File: config.mk
export PLATFORM = sky130hd
export DESIGN_NAME = erb_rx_extra_bits
export DESIGN_NICKNAME = d
export VERILOG_FILES = /design/src/rtl/erb_pkg.sv /design/src/rtl/erb_rx_extra_bits.sv
export VERILOG_INCLUDE_DIRS = /design/src /design/src/rtl
export SDC_FILE = /design/constraint.sdc
export NUM_CORES = 1
export LEC_CHECK = 0
export ABC_AREA = 1
export BUFFER_PORTS_ARGS = -buffer_cell sky130_fd_sc_hd__buf_4
export CAP_MARGIN = 20
export CORE_MARGIN = 8
export CORE_UTILIZATION = 60
export DETAILED_ROUTE_END_ITERATION = 7
export PLACE_DENSITY = 0.83
export SLEW_MARGIN = 20
export SYNTH_ARGS = -nofsm -noshare
export SYNTH_HDL_FRONTEND = slang
export SYNTH_SLANG_ARGS = --single-unit
export TNS_END_PERCENT = 100
File: constraint.sdc
create_clock -name clk -period 2.5 [get_ports clk]
set_input_delay 0.375 -clock clk [delete_from_list [all_inputs] [get_ports clk]]
set_output_delay 0.375 -clock clk [all_outputs]
set_load 0.01 [all_outputs]
File: src/rtl/erb_rx_extra_bits_regs.svh
// Register offsets, field positions, reset values and limits of the receive extra-bits block
`ifndef ERB_RX_EXTRA_BITS_REGS_SVH
`define ERB_RX_EXTRA_BITS_REGS_SVH
`define ERB_OFF_EXTRA 8'h00
`define ERB_OFF_INT_STAT 8'h01
`define ERB_OFF_INT_CLR 8'h02
`define ERB_OFF_INT_EN 8'h03
`define ERB_BIT_IN_FRAME 7
`define ERB_BIT_STRICT 6
`define ERB_BIT_AIS 5
`define ERB_BIT_MASK 4
`define ERB_CTRL_RESET 1'b0
`define ERB_BYTE_RESET 8'h00
`define ERB_NIB_RESET 4'h0
`define ERB_CRC_CFG_ACTIVE 2'h3
`define ERB_WIN_ERR_LIMIT 10'h393
`define ERB_WIN_ERR_LAST 10'h392
`define ERB_WIN_ERR_ZERO 10'h000
`define ERB_WIN_ERR_ONE 10'h001
`define ERB_CONSEC_LIMIT 3'h4
`define ERB_CONSEC_LAST 3'h3
`define ERB_CONSEC_ZERO 3'h0
`define ERB_CONSEC_ONE 3'h1
`define ERB_CLK_HZ 20000000
`define ERB_LOSS_WINDOW_S 1
`define ERB_SEC_ZERO 25'h0000000
`define ERB_SEC_ONE 25'h0000001
`endif

File: src/rtl/erb_pkg.sv
// Types shared by the receive extra-bits block
package erb_pkg;
   // CRC-4 multiframe alignment supervision, one-hot
   typedef enum logic [1:0] {
      ERB_CRC_ALIGNED = 2'b01,
      ERB_CRC_LOST = 2'b10
   } erb_crc_state_t;
   // Register address and data widths
   typedef logic [7:0] erb_addr_t;
   typedef logic [7:0] erb_data_t;
endpackage

File: src/rtl/erb_rx_extra_bits.sv
// Receive extra-bits status and control register with CRC-4 loss supervision
//
// Chosen here: the placing of the registers and the address-and-strobe port.
`timescale 1ns/1ps
`include "erb_rx_extra_bits_regs.svh"

module erb_rx_extra_bits #(
   // One-second window in clock cycles; shorten in simulation
   parameter int unsigned ONE_SEC_CYCLES = `ERB_LOSS_WINDOW_S * `ERB_CLK_HZ
) (
   input wire logic clk,
   input wire logic srst,
   // Register port
   input wire erb_pkg::erb_addr_t reg_addr,
   input wire erb_pkg::erb_data_t reg_wdata,
   input wire logic reg_wr,
   input wire logic reg_rd,
   output erb_pkg::erb_data_t reg_rdata,
   output logic irq,
   // Frame synchroniser state and alarm events
   input wire logic in_frame,
   input wire logic lof_alarm,
   input wire logic in_frame_alarm,
   input wire logic frame_alignment_change_alarm,
   input wire logic multiframe_alignment_change_alarm,
   input wire logic frame_error_alarm,
   input wire logic signalling_error_alarm,
   input wire logic framing_mode_detect_alarm,
   // CRC-4 checker events
   input wire logic [1:0] crc_multiframe_config,
   input wire logic crc_error,
   input wire logic crc_mf_done,
   input wire logic crc_mf_errored,
   input wire logic crc_mf_regained,
   output logic crc_mf_lost,
   // Timeslot 16 of frame 0 of the signalling multiframe
   input wire logic ts16_f0_strobe,
   input wire logic [7:0] ts16_f0_byte,
   // Receive serial path
   input wire logic rx_serial_in,
   output logic rx_serial_out
);
   import erb_pkg::*;

   // Control bits written by software
   logic strict_crc_loss_select_reg;
   logic rx_all_ones_insert_reg;
   logic framing_alarm_mask_reg;
   // Sampled alignment state
   logic in_frame_reg;
   // Captured bits 5..8 of timeslot 16, frame 0
   logic [3:0] ts16_bits_reg;
   // Interrupt status, enable
   logic [7:0] int_stat_reg;
   logic [7:0] int_en_reg;
   logic [7:0] int_stat_next;
   logic [7:0] int_events;
   logic [7:0] int_clr;
   // Read data and outputs
   erb_data_t rdata_reg;
   logic irq_reg;
   logic rx_serial_out_reg;
   logic crc_mf_lost_reg;
   // CRC-4 supervision
   erb_crc_state_t crc_state_reg;
   erb_crc_state_t crc_state_next;
   logic [24:0] sec_cnt_reg;
   logic [9:0] win_err_cnt_reg;
   logic [2:0] consec_cnt_reg;
   logic sec_wrap;
   logic crc_active;
   logic win_hit;
   logic consec_hit;
   logic crc_loss_event;
   // Decoded strobes
   logic wr_extra;
   logic wr_clr;
   logic wr_en;

   assign wr_extra = reg_wr && (reg_addr == `ERB_OFF_EXTRA);
   assign wr_clr = reg_wr && (reg_addr == `ERB_OFF_INT_CLR);
   assign wr_en = reg_wr && (reg_addr == `ERB_OFF_INT_EN);

   // Control bits; only these three take written data
   always_ff @(posedge clk) begin
      if (srst) begin
         // Legacy criterion, no AIS, alarms unmasked
         strict_crc_loss_select_reg <= `ERB_CTRL_RESET;
         rx_all_ones_insert_reg <= `ERB_CTRL_RESET;
         framing_alarm_mask_reg <= `ERB_CTRL_RESET;
      end else if (wr_extra) begin
         strict_crc_loss_select_reg <= reg_wdata[`ERB_BIT_STRICT];
         rx_all_ones_insert_reg <= reg_wdata[`ERB_BIT_AIS];
         framing_alarm_mask_reg <= reg_wdata[`ERB_BIT_MASK];
      end
   end

   // Alignment state follows the synchroniser every cycle
   always_ff @(posedge clk) begin
      if (srst) begin
         in_frame_reg <= `ERB_CTRL_RESET;
      end else begin
         in_frame_reg <= in_frame;
      end
   end

   // Capture bits 5..8 of the byte; bit 1 of the slot is the MSB,
   // so bits 5..8 are the low nibble. Only valid under CAS.
   always_ff @(posedge clk) begin
      if (srst) begin
         ts16_bits_reg <= `ERB_NIB_RESET;
      end else if (ts16_f0_strobe) begin
         // Software writes never reach here
         ts16_bits_reg <= ts16_f0_byte[3:0];
      end
   end

   // Serial output is registered so the insert switch cannot glitch
   always_ff @(posedge clk) begin
      if (srst) begin
         rx_serial_out_reg <= `ERB_CTRL_RESET;
      end else if (rx_all_ones_insert_reg) begin
         // Unframed all ones replaces the received stream
         rx_serial_out_reg <= 1'b1;
      end else begin
         rx_serial_out_reg <= rx_serial_in;
      end
   end

   // Loss supervision only runs with the multiframe field at 11
   assign crc_active = (crc_multiframe_config == `ERB_CRC_CFG_ACTIVE);
   assign sec_wrap = (32'(sec_cnt_reg) >= ONE_SEC_CYCLES - 1);
   // The 915th error inside the current window
   assign win_hit = crc_error && (win_err_cnt_reg >= `ERB_WIN_ERR_LAST);
   // The fourth errored multiframe in a row
   assign consec_hit = crc_mf_done && crc_mf_errored
                       && (consec_cnt_reg >= `ERB_CONSEC_LAST);
   // Legacy ignores the consecutive count; strict takes either
   assign crc_loss_event = crc_active && (crc_state_reg == ERB_CRC_ALIGNED)
                           && (win_hit || (strict_crc_loss_select_reg && consec_hit));

   // One-second window timer; fixed windows, not sliding,
   // which trades a little accuracy for one counter
   always_ff @(posedge clk) begin
      if (srst) begin
         sec_cnt_reg <= `ERB_SEC_ZERO;
      end else if (sec_wrap) begin
         sec_cnt_reg <= `ERB_SEC_ZERO;
      end else begin
         sec_cnt_reg <= sec_cnt_reg + `ERB_SEC_ONE;
      end
   end

   // Errors in the window, saturating at the limit
   always_ff @(posedge clk) begin
      if (srst) begin
         win_err_cnt_reg <= `ERB_WIN_ERR_ZERO;
      end else if (sec_wrap) begin
         // An error on the wrap cycle opens the new window
         win_err_cnt_reg <= crc_error ? `ERB_WIN_ERR_ONE : `ERB_WIN_ERR_ZERO;
      end else if (crc_error && (win_err_cnt_reg < `ERB_WIN_ERR_LIMIT)) begin
         win_err_cnt_reg <= win_err_cnt_reg + `ERB_WIN_ERR_ONE;
      end
   end

   // Consecutive errored multiframes, saturating
   always_ff @(posedge clk) begin
      if (srst) begin
         consec_cnt_reg <= `ERB_CONSEC_ZERO;
      end else if (crc_mf_done) begin
         if (!crc_mf_errored) begin
            // A clean multiframe breaks the run
            consec_cnt_reg <= `ERB_CONSEC_ZERO;
         end else if (consec_cnt_reg < `ERB_CONSEC_LIMIT) begin
            consec_cnt_reg <= consec_cnt_reg + `ERB_CONSEC_ONE;
         end
      end
   end

   // Alignment supervision next state
   always_comb begin
      crc_state_next = crc_state_reg;
      case (crc_state_reg)
         ERB_CRC_ALIGNED: begin
            if (crc_loss_event) begin
               crc_state_next = ERB_CRC_LOST;
            end
         end
         ERB_CRC_LOST: begin
            // Regained by the synchroniser, or supervision switched off
            if (crc_mf_regained || !crc_active) begin
               crc_state_next = ERB_CRC_ALIGNED;
            end
         end
         default: begin
            crc_state_next = ERB_CRC_ALIGNED;
         end
      endcase
   end

   // Supervision state and its flop-driven output
   always_ff @(posedge clk) begin
      if (srst) begin
         crc_state_reg <= ERB_CRC_ALIGNED;
         crc_mf_lost_reg <= `ERB_CTRL_RESET;
      end else begin
         crc_state_reg <= crc_state_next;
         crc_mf_lost_reg <= (crc_state_next == ERB_CRC_LOST);
      end
   end

   // Events: seven framing alarms, gated by the mask, plus CRC loss
   always_comb begin
      int_events[0] = lof_alarm;
      int_events[1] = in_frame_alarm;
      int_events[2] = frame_alignment_change_alarm;
      int_events[3] = multiframe_alignment_change_alarm;
      int_events[4] = frame_error_alarm;
      int_events[5] = signalling_error_alarm;
      int_events[6] = framing_mode_detect_alarm;
      if (framing_alarm_mask_reg) begin
         int_events[6:0] = 7'h00;
      end
      int_events[7] = crc_loss_event;
   end

   // A set in the clearing cycle wins over the clear
   assign int_clr = wr_clr ? reg_wdata : `ERB_BYTE_RESET;
   assign int_stat_next = (int_stat_reg & ~int_clr) | int_events;

   // Sticky status and its enables
   always_ff @(posedge clk) begin
      if (srst) begin
         int_stat_reg <= `ERB_BYTE_RESET;
         int_en_reg <= `ERB_BYTE_RESET;
      end else begin
         int_stat_reg <= int_stat_next;
         if (wr_en) begin
            int_en_reg <= reg_wdata;
         end
      end
   end

   // Level interrupt, one cycle behind the status
   always_ff @(posedge clk) begin
      if (srst) begin
         irq_reg <= `ERB_CTRL_RESET;
      end else begin
         irq_reg <= |(int_stat_reg & int_en_reg);
      end
   end

   // Read data stand for one cycle only; unmapped reads return zero
   always_ff @(posedge clk) begin
      if (srst) begin
         rdata_reg <= `ERB_BYTE_RESET;
      end else if (reg_rd) begin
         case (reg_addr)
            `ERB_OFF_EXTRA: begin
               rdata_reg <= {in_frame_reg, strict_crc_loss_select_reg,
                             rx_all_ones_insert_reg, framing_alarm_mask_reg,
                             ts16_bits_reg};
            end
            `ERB_OFF_INT_STAT: begin
               rdata_reg <= int_stat_reg;
            end
            `ERB_OFF_INT_EN: begin
               rdata_reg <= int_en_reg;
            end
            default: begin
               // Clear register is write-only
               rdata_reg <= `ERB_BYTE_RESET;
            end
         endcase
      end else begin
         rdata_reg <= `ERB_BYTE_RESET;
      end
   end

   assign reg_rdata = rdata_reg;
   assign irq = irq_reg;
   assign rx_serial_out = rx_serial_out_reg;
   assign crc_mf_lost = crc_mf_lost_reg;
endmodule

==> metrics.yaml, run 1 <==
status: "finished clean"
dr.pass1.iters: 4
syn_nets: 567
ant_nets: 0
gp_congestion: 0.891
largest_register_ffs: 25
routedWlPerCell_um: 12.3
cpPeakStageDelay_ns: 0.38
dp.cells: 635
clockPowerShare_pct: 40.2
timing.fmax_mhz: 513
worstHoldPathCells: 3
grt_pass1_vias: 3279
worstPathMaxFanout: 27
synthTopCellsByArea: "dfxtp_1 (41%), nand2_1 (12%), nor2_1 (8.6%)"
holdPathEnd: "rx_serial_out"
switching_share_pct: 24.6
pin_count: 55
dieArea_sq_um: 8820
fillCellCount: 510
regArea_sq_um: 1500
setup-tns-final_ns: 0
post-route-min-period_ns: 1.95
arrival_ns: 2.20
end_kind: "flop"
synth_top_area_cell: "dfxtp_1"
reg2reg_depth: 10
p_leak_nw: 1.88
critical_path_class: "reg -> reg"
min_period_over_period_pct: 77.9
track_usage_pct: 19.6
postCtsSetupRepairBufs: 0
dp_hpwl_um: 6080
dpl-instance-area_sq_um: 4080
clockBufferDepth: 2
syn_inst: 516
layout_commonest_cell: "nand2_1"
fp.coreArea_sq_um: 5890
ys_types: 38
clock_latency_ns: 0.36
synth-seq-cells: 75
path_cells: "ha_1 -> nand3_1 -> nor2_2 -> nand3_1 -> nand2_1 -> nand2_2 -> nand3_4 -> inv_2 -> o21ai_1 -> nor2_1"
area_growth_pct: 17.4
yosysWarnings: 0
multiInputGateArea_sq_um: 1850
final_cell_count_no_fill: 651
vias: 3339
initial_core_util_pct: 61.9
r2r_end: "sec_cnt_reg[19]"
die_h_um: 93.9
io_buffers: 50
fin_area_sq_um: 4280
p_switching_w: 0.000574
irDropWorstVdd_v: 0.000400
hold_viol: 0
hold_buffers: 0
route.detailed.drc: 0
vias_per_cell: 5.13
rr_startpoint: "sec_cnt_reg[0]"
worst_slew_pin_slew_ns: 0.700
cts.repair.resized: 0
seq_power_share_pct: 53.2
cap_violations: 0
n_antenna_cell: 0
whs_ns: 0.228
numCtsBuffers: 9
relSlewSlack_pct: 53.0
die_x_um: 93.9
final_cell_mix: "nand2_1 (112), nor2_1 (83), dfxtp_1 (75)"
cts-root-buf: "clkbuf_8"
clk_pin_slew_ns: 0.09
drive_gt1_share_pct: 16.1
min-delay-start: "rx_serial_in"
internal_power_w: 0.00176
syn_avg_cell_area_sq_um: 7.06
synth_top_cell_area_share_pct: 41.2
path_common_cell: "nand3_1"
r2r_slack_ns: 0.55
cp_slowest_cell: "dfxtp_1"
wl_um: 8020
worst-endpoint-required_ns: 2.75
rows: 28
globalRouteOverflowTotal: 0
hp-class: "in -> reg"
drv_slew: 0
grt_max_degree: 28
grt_setup_unrepaired: "no"
cts_tree: "yes"
cts_sinks: 75
netlist_area_sq_um: 3640
comb_power_share_pct: 6.6
detail_route.iter0.violations: 180
grt_pass1_wl_um: 14100
finClkSkew_ns: 0.0127
setup_viol: 0
nNetsFinal: 622
power.density_nw_per_um2: 545
total_power_w: 0.00233
antenna_found_initial: 0
yosysSeqAreaShare_pct: 41.2
critPathLaunchType: "flop"
cts.htree.levels: 3
metal layers:
layer  GRT usage (%)  up-vias  part of all wire, %
li1                -     1774                    -
met1            22.3     1492                   45
met2            34.1       62                   49
met3            5.28       11                  4.5
met4            7.40        0                  1.6
met5               0        -                    0
cell usage after synthesis (all sizes together):
cell / number
nand2: 117
nor2: 89
dfxtp: 75
inv: 67
nand3: 38
a21oi: 30
o21ai: 24
nor3: 13
a211oi: 11
ha: 7
xor2: 7
nand4: 6
nor3b: 5
or2: 5
buf: 4
clkbuf: 3
xnor2: 3
a221oi: 2
a22o: 2
a31oi: 2
and3: 2
nor4: 2
a21boi: 1
o21bai: 1
power by group through the flow:
stage / Clock (W) / Sequential (W) / Combinational (W)
after floorplan: 0 / 0.00126 / 0.0000840
after global placement: 0 / 0.00127 / 0.000148
after detailed placement: 0 / 0.00127 / 0.000153
after CTS: 0.000949 / 0.00124 / 0.000154
after global routing: 0.00100 / 0.00124 / 0.000176
final: 0.000939 / 0.00124 / 0.000153
cell type report:
type	count	area share (%)
timing repair buffer	51	8.95
multi-input combinational	367	43.2
tap	75	2.19
sequential	75	35.1
clock buffer	9	2.90
inverter	67	5.88
clock inverter	7	1.78
cell families (layout without fill, tap and decap cells):
logic type | after synthesis | in the layout | synth area share (%)
buffers and inverters | 74 | 134 | 8.07
AOI/OAI and AO/OA | 73 | 73 | 11.4
xor gates and xnor gates | 10 | 10 | 2.40
and+or+nand+nor | 277 | 277 | 34.5
DFF | 75 | 75 | 41.2
adders and majority gates | 7 | 7 | 2.40
worst max-delay path: cells and delay by family, from the launching register on:
| kind | cells | cell delay, ns |
|---|---|---|
| flops | 1 | 0.38 |
| fa+ha+maj | 1 | 0.20 |
| compound gates | 1 | 0.11 |
| buf+inv | 1 | 0.13 |
| simple gates | 7 | 1.01 |
per-stage QoR:
| step | setup WS [ns] | util, % |
|---|---|---|
| floorplan | 0.976 | - |
| global placement | 0.592 | 69.3 |
| detailed placement | 0.545 | 69.3 |
| CTS | 0.525 | 72.7 |
| global route | 0.378 | 72.7 |
| finish | 0.551 | 72.7 |
worst max-delay path by stage:
| stage | start | endpoint | slack, ns | depth (start not counted) |
|---|---|---|---|---|
| 2_1_floorplan | sec_cnt_reg[0] | sec_cnt_reg[13] | 0.98 | 9 |
| 3_3_place_gp | sec_cnt_reg[0] | sec_cnt_reg[20] | 0.59 | 9 |
| 3_5_place_dp | sec_cnt_reg[0] | sec_cnt_reg[20] | 0.54 | 9 |
| 4_1_cts | sec_cnt_reg[0] | sec_cnt_reg[19] | 0.52 | 10 |
| 5_1_grt | sec_cnt_reg[0] | win_err_cnt_reg[2] | 0.38 | 10 |
| 6_report | sec_cnt_reg[0] | sec_cnt_reg[19] | 0.55 | 10 |
(Power assumes the default switching activity.)
==> inputs of run 2 (changes only) <==
- ABC_AREA: 1 -> 0
- CORE_UTILIZATION: 60 -> 56
- PLACE_DENSITY: 0.83 -> 0.79
- clock period: 2.5 -> 1.9 ns (I/O delays scaled with it)
==> metrics.yaml, run 2 <==
setup-tns-final_ns: 0  # unchanged
total_power_w: 0.00318  # +36%
status: "finished clean"
whs_ns: 0.149  # -0.0792 ns
clockBufferDepth: 2  # unchanged
nNetsFinal: 504  # -19%
area_growth_pct: 20.5
rr_startpoint: "win_err_cnt_reg[3]"
grt_pass1_vias: 2827  # -14%
netlist_area_sq_um: 3430  # -5.7%
worst-endpoint-required_ns: 2.14  # -0.61 ns
synth_flop_cell: "dfxtp_1"
fillCellCount: 486  # -4.7%
cap_violations: 0  # unchanged
synth_top_cell_area_share_pct: 43.7  # +2.5 points
grt_max_degree: 32  # +14%
yosysWarnings: 0  # unchanged
rows: 28  # unchanged
min_period_over_period_pct: 95.7  # +18 points
hold_buffers: 0  # unchanged
power.density_nw_per_um2: 769  # +41%
io_buffers: 50  # unchanged
syn_inst: 396  # -23%
yosysMostFrequentCell: "nor2_1"
wl_um: 7480  # -6.7%
postCtsSetupRepairBufs: 0  # unchanged
p_leak_nw: 1.77  # -5.7%
die_h_um: 94.3  # +0.43%
numCtsBuffers: 9  # unchanged
syn_avg_cell_area_sq_um: 8.67  # +23%
clock_latency_ns: 0.35  # about the same
largest_register_ffs: 25  # unchanged
vias: 2918  # -13%
final_cell_mix: "nor2_1 (85), dfxtp_1 (75), buf_4 (61)"
detail_route.iter0.violations: 129  # -28%
async_reset_ff_share_pct: 0  # unchanged
ant_nets: 0  # unchanged
pin_count: 55  # unchanged
worstPathMaxFanout: 5  # -81%
fin_area_sq_um: 4140  # -3.2%
hold_viol: 0  # unchanged
drv_slew: 0  # unchanged
yosysSeqAreaShare_pct: 43.7  # +2.5 points
cts-root-buf: "clkbuf_8"
irDropWorstVdd_v: 0.000573  # +43%
synthTopCellsByArea: "dfxtp_1 (44%), nor2_1 (9.3%), mux2i_1 (6.7%)"
synth-edff-count: 0  # unchanged
end_kind: "flop"
antenna_found_initial: 0  # unchanged
hp-class: "in -> reg"
gp_congestion: 0.813  # -8.7%
startpoint: "win_err_cnt_reg[3]"
ys_types: 48  # +26%
relSlewSlack_pct: 71.0  # +18 points
vias_per_cell: 5.47  # +6.7%
cts.htree.levels: 3  # unchanged
finClkSkew_ns: 0.0107  # -0.00194 ns
clk_pin_slew_ns: 0.08  # about the same
cts_sinks: 75  # unchanged
initial_core_util_pct: 58.0  # -3.9 points
netlist_top_cells_count: "nor2_1 (85), dfxtp_1 (75), mux2i_1 (23), xnor2_1 (21), nand2_1 (20)"
worst_slew_pin_slew_ns: 0.434  # -0.266 ns
synth-seq-cells: 75  # unchanged
post-route-min-period_ns: 1.82  # -0.131 ns
layout_commonest_cell: "nor2_1"
critical_path_class: "reg -> reg"
cts.repair.resized: 0  # unchanged
synth_top_area_cell: "dfxtp_1"
dieArea_sq_um: 8900  # +0.86%
track_usage_pct: 17.6  # -2.1 points
die_x_um: 94.3  # +0.43%
routedWlPerCell_um: 14.0  # +14%
fp.coreArea_sq_um: 5920  # +0.60%
drive_gt1_share_pct: 19.2  # +3.1 points
globalRouteOverflowTotal: 0  # unchanged
syn_nets: 447  # -21%
route.detailed.drc: 0  # unchanged
n_antenna_cell: 0  # unchanged
dpl-instance-area_sq_um: 3900  # -4.3%
min-delay-start: "rx_serial_in"
arrival_ns: 2.06  # -0.14 ns
cts_tree: "yes"
critPathLaunchType: "flop"
timing.fmax_mhz: 550  # +7.2%
dp_hpwl_um: 5400  # -11%
dr.pass1.iters: 5  # +1
setup_viol: 0  # unchanged
grt_pass1_wl_um: 12600  # -11%
[run 2: cells by family (layout without fill, tap and decap cells)]
family                     Yosys count  in the layout  synth area share [%]
and+or+nand+nor                    180            180                  25.2
DFF                                 75             75                  43.7
AOI/OAI and AO/OA                   49             49                  9.84
buffers and inverters               32             94                  4.34
xor gates and xnor gates            30             30                  7.65
muxes                               23             23                  6.70
adders and majority gates            7              7                  2.55
[run 2: worst max-delay path, cell delays in order (launching register included)]
cell and delay, ns:
dfxtp_1 0.35, or4_1 0.55, or3_1 0.37, a31oi_2 0.17, nor3_2 0.08, o211a_1 0.20
[run 2: worst paths after layout]
check                   end  slack, ns  cells after the start
max             crc_mf_lost       0.08                      5
min           rx_serial_out       0.15                      3
max reg2reg     crc_mf_lost       0.08                      5
min reg2reg  sec_cnt_reg[0]       0.44                      1
[run 2: power by group]
group | internal [W] | switching [W] | total, W | leakage [nW]
logic | 0.000107 | 0.000100 | 0.000207 | 1.06
registers | 0.00160 | 0.0000201 | 0.00162 | 0.609
clock network | 0.000742 | 0.000611 | 0.00135 | 0.106
[run 2: area by class of cell]
cell class | instances | area, sq um | area share [%]
clock buffer | 10 | 128 | 3.08
inverter | 17 | 63.8 | 1.54
tap | 75 | 93.8 | 2.27
clock inverter | 6 | 90.1 | 2.18
timing repair buffer | 61 | 458 | 11.1
multi-input combinational | 289 | 1800 | 43.6
sequential | 75 | 1500 | 36.3
[run 2: per-stage QoR]
| step | std cells | worst slack (ns) | utilization [%] |
|---|---|---|---|
| 6_report | 533 | 0.0822 | 69.9 |
| 5_1_grt | 533 | -0.0219 | 69.9 |
| 4_1_cts | 533 | 0.0294 | 69.6 |
| 3_5_place_dp | 517 | 0.0252 | 65.9 |
| 3_3_place_gp | 517 | 0.0539 | 65.9 |
| 2_1_floorplan | 396 | 0.179 | - |
[run 2: per-layer routing]
layer,global-route usage (%),share of wire [%],up-vias
met4,9.38,2.0,0
met2,29.1,48,78
met3,4.64,7.0,12
li1,-,-,1478
met1,20.2,43,1350
met5,0,0,-
==> inputs of run 3 (changes only) <==
- RECOVER_POWER: unset -> 50
==> metrics.yaml, run 3 (synthesis results as in run 2) <==
status: "finished clean"
rr_startpoint: "win_err_cnt_reg[3]"
die_x_um: 94.3  # unchanged
power.density_nw_per_um2: 779  # +1.4%
numCtsBuffers: 9  # unchanged
nNetsFinal: 504  # unchanged
r2r_slack_ns: 0.08  # about the same
worst-endpoint-required_ns: 2.14  # about the same
area_growth_pct: 18.7
dr.pass1.iters: 6  # +1
critPathLaunchType: "flop"
relSlewSlack_pct: 63.4  # -7.6 points
arrival_ns: 2.06  # about the same
final_core_util_pct: 68.9  # -1.0 points
cts.htree.levels: 3  # unchanged
track_usage_pct: 17.6  # unchanged
layout_commonest_cell: "nor2_1"
setup-tns-final_ns: 0  # unchanged
io_buffers: 50  # unchanged
cts_sinks: 75  # unchanged
r2r_end: "crc_mf_lost"
worst_slew_pin_slew_ns: 0.547  # +0.113 ns
setup_viol: 0  # unchanged
grt_pass1_vias: 2827  # unchanged
clk_pin_slew_ns: 0.08  # about the same
timing.fmax_mhz: 550  # about the same
min-delay-start: "rx_serial_in"
dieArea_sq_um: 8900  # unchanged
vias: 2911  # -0.24%
route.detailed.drc: 0  # unchanged
grt_max_degree: 32  # unchanged
post-route-min-period_ns: 1.82  # +0.000949 ns
cap_violations: 0  # unchanged
holdPathEnd: "rx_serial_out"
worstPathMaxFanout: 5  # unchanged
cts-root-buf: "clkbuf_8"
fillCellCount: 503  # +3.5%
largest_register_ffs: 25  # unchanged
min_period_over_period_pct: 95.7  # about the same
clockBufferDepth: 2  # unchanged
regArea_sq_um: 1500  # unchanged
wl_um: 7490  # +0.11%
gp_congestion: 0.813  # unchanged
detail_route.iter0.violations: 126  # -2.3%
antenna_found_initial: 0  # unchanged
initial_core_util_pct: 58.0  # unchanged
drv_slew: 0  # unchanged
globalRouteOverflowTotal: 0  # unchanged
irDropWorstVdd_v: 0.000573  # about the same
reg2reg_depth: 5  # unchanged
fp.coreArea_sq_um: 5920  # unchanged
final_cell_mix: "nor2_1 (85), dfxtp_1 (75), buf_4 (48)"
die_h_um: 94.3  # unchanged
ant_nets: 0  # unchanged
n_antenna_cell: 0  # unchanged
grt_pass1_wl_um: 12600  # unchanged
routedWlPerCell_um: 14.1  # +0.11%
hp-class: "in -> reg"
clock_latency_ns: 0.35  # about the same
rows: 28  # unchanged
critical_path_class: "reg -> reg"
pin_count: 55  # unchanged
dp_hpwl_um: 5400  # unchanged
multiInputGateArea_sq_um: 1790  # -0.83%
finClkSkew_ns: 0.0105  # -0.000231 ns
drive_gt1_share_pct: 15.9  # -3.3 points
end_kind: "flop"
cts_tree: "yes"
hold_viol: 0  # unchanged
worstHoldPathCells: 3  # unchanged
p_leak_nw: 1.72  # -3.0%
vias_per_cell: 5.46  # -0.24%
run 3: changes by cell type in the layout (fill, tap and decap cells not counted):
| cell | delta |
|---|---|
| nand3_1 | +1 |
| clkbuf_4 | +1 |
| nor4_2 | -1 |
| or4_4 | -1 |
| nor4_1 | +1 |
| buf_4 | -13 |
| clkbuf_1 | +12 |
| nand3_2 | -1 |
| or4_1 | +1 |
run 3: timing repair:
item,in CTS,in global routing
setup buffers,0,0
endpoints found under the setup margin,0,26
resized for setup,0,4
hold buffers,0,0
run 3: stage by stage:
step	hold WS [ns]	setup slack, ns	total power [W]	area [sq um]	cells
floorplan	0.389	0.179	0.00177	3430	396
global placement	0.424	0.0539	0.00186	3900	517
detailed placement	0.433	0.0252	0.00186	3900	517
CTS	0.137	0.0294	0.00321	4120	533
global route	0.153	-0.0219	0.00330	4080	533
finish	0.147	0.0812	0.00318	4080	533
run 3: worst max-delay path by stage:
stage | from | endpoint | slack (ns) | depth (start not counted)
6_report | win_err_cnt_reg[3] | crc_mf_lost | 0.08 | 5
5_1_grt | consec_cnt_reg[0] | crc_state_reg[1] | -0.02 | 7
4_1_cts | win_err_cnt_reg[3] | crc_mf_lost | 0.03 | 5
3_5_place_dp | reg_addr[5] | int_en_reg[0] | 0.03 | 6
3_3_place_gp | reg_addr[5] | int_en_reg[5] | 0.05 | 6
2_1_floorplan | reg_addr[5] | int_stat_reg[7] | 0.18 | 4
run 3: final cells by class:
class	count	share of cell area (%)
Inverter	17	1.56
Multi-Input combinational cell	289	43.8
Clock inverter	6	2.21
Timing Repair Buffer	61	10.1
Clock buffer	10	3.13
Tap cell	75	2.30
Sequential cell	75	36.8
run 3: layer usage:
metal	GRT usage, %	part of all wire, %
met1	20.2	44
met2	29.1	47
met3	4.64	7.5
met4	9.38	1.9
met5	0	0
run 3: critical path: stages, from the launching register on:
cell,delay (ns)
dfxtp_1,0.35
or4_1,0.55
or3_1,0.37
a31oi_2,0.17
nor3_2,0.08
o211a_1,0.20
run 3: power breakdown:
| part | total, W | switching (W) | internal (W) |
|---|---|---|---|
| combinational | 0.000203 | 0.0000983 | 0.000105 |
| sequential | 0.00162 | 0.0000200 | 0.00160 |
| clock | 0.00135 | 0.000611 | 0.000742 |
| total | 0.00318 | 0.000729 | 0.00245 |
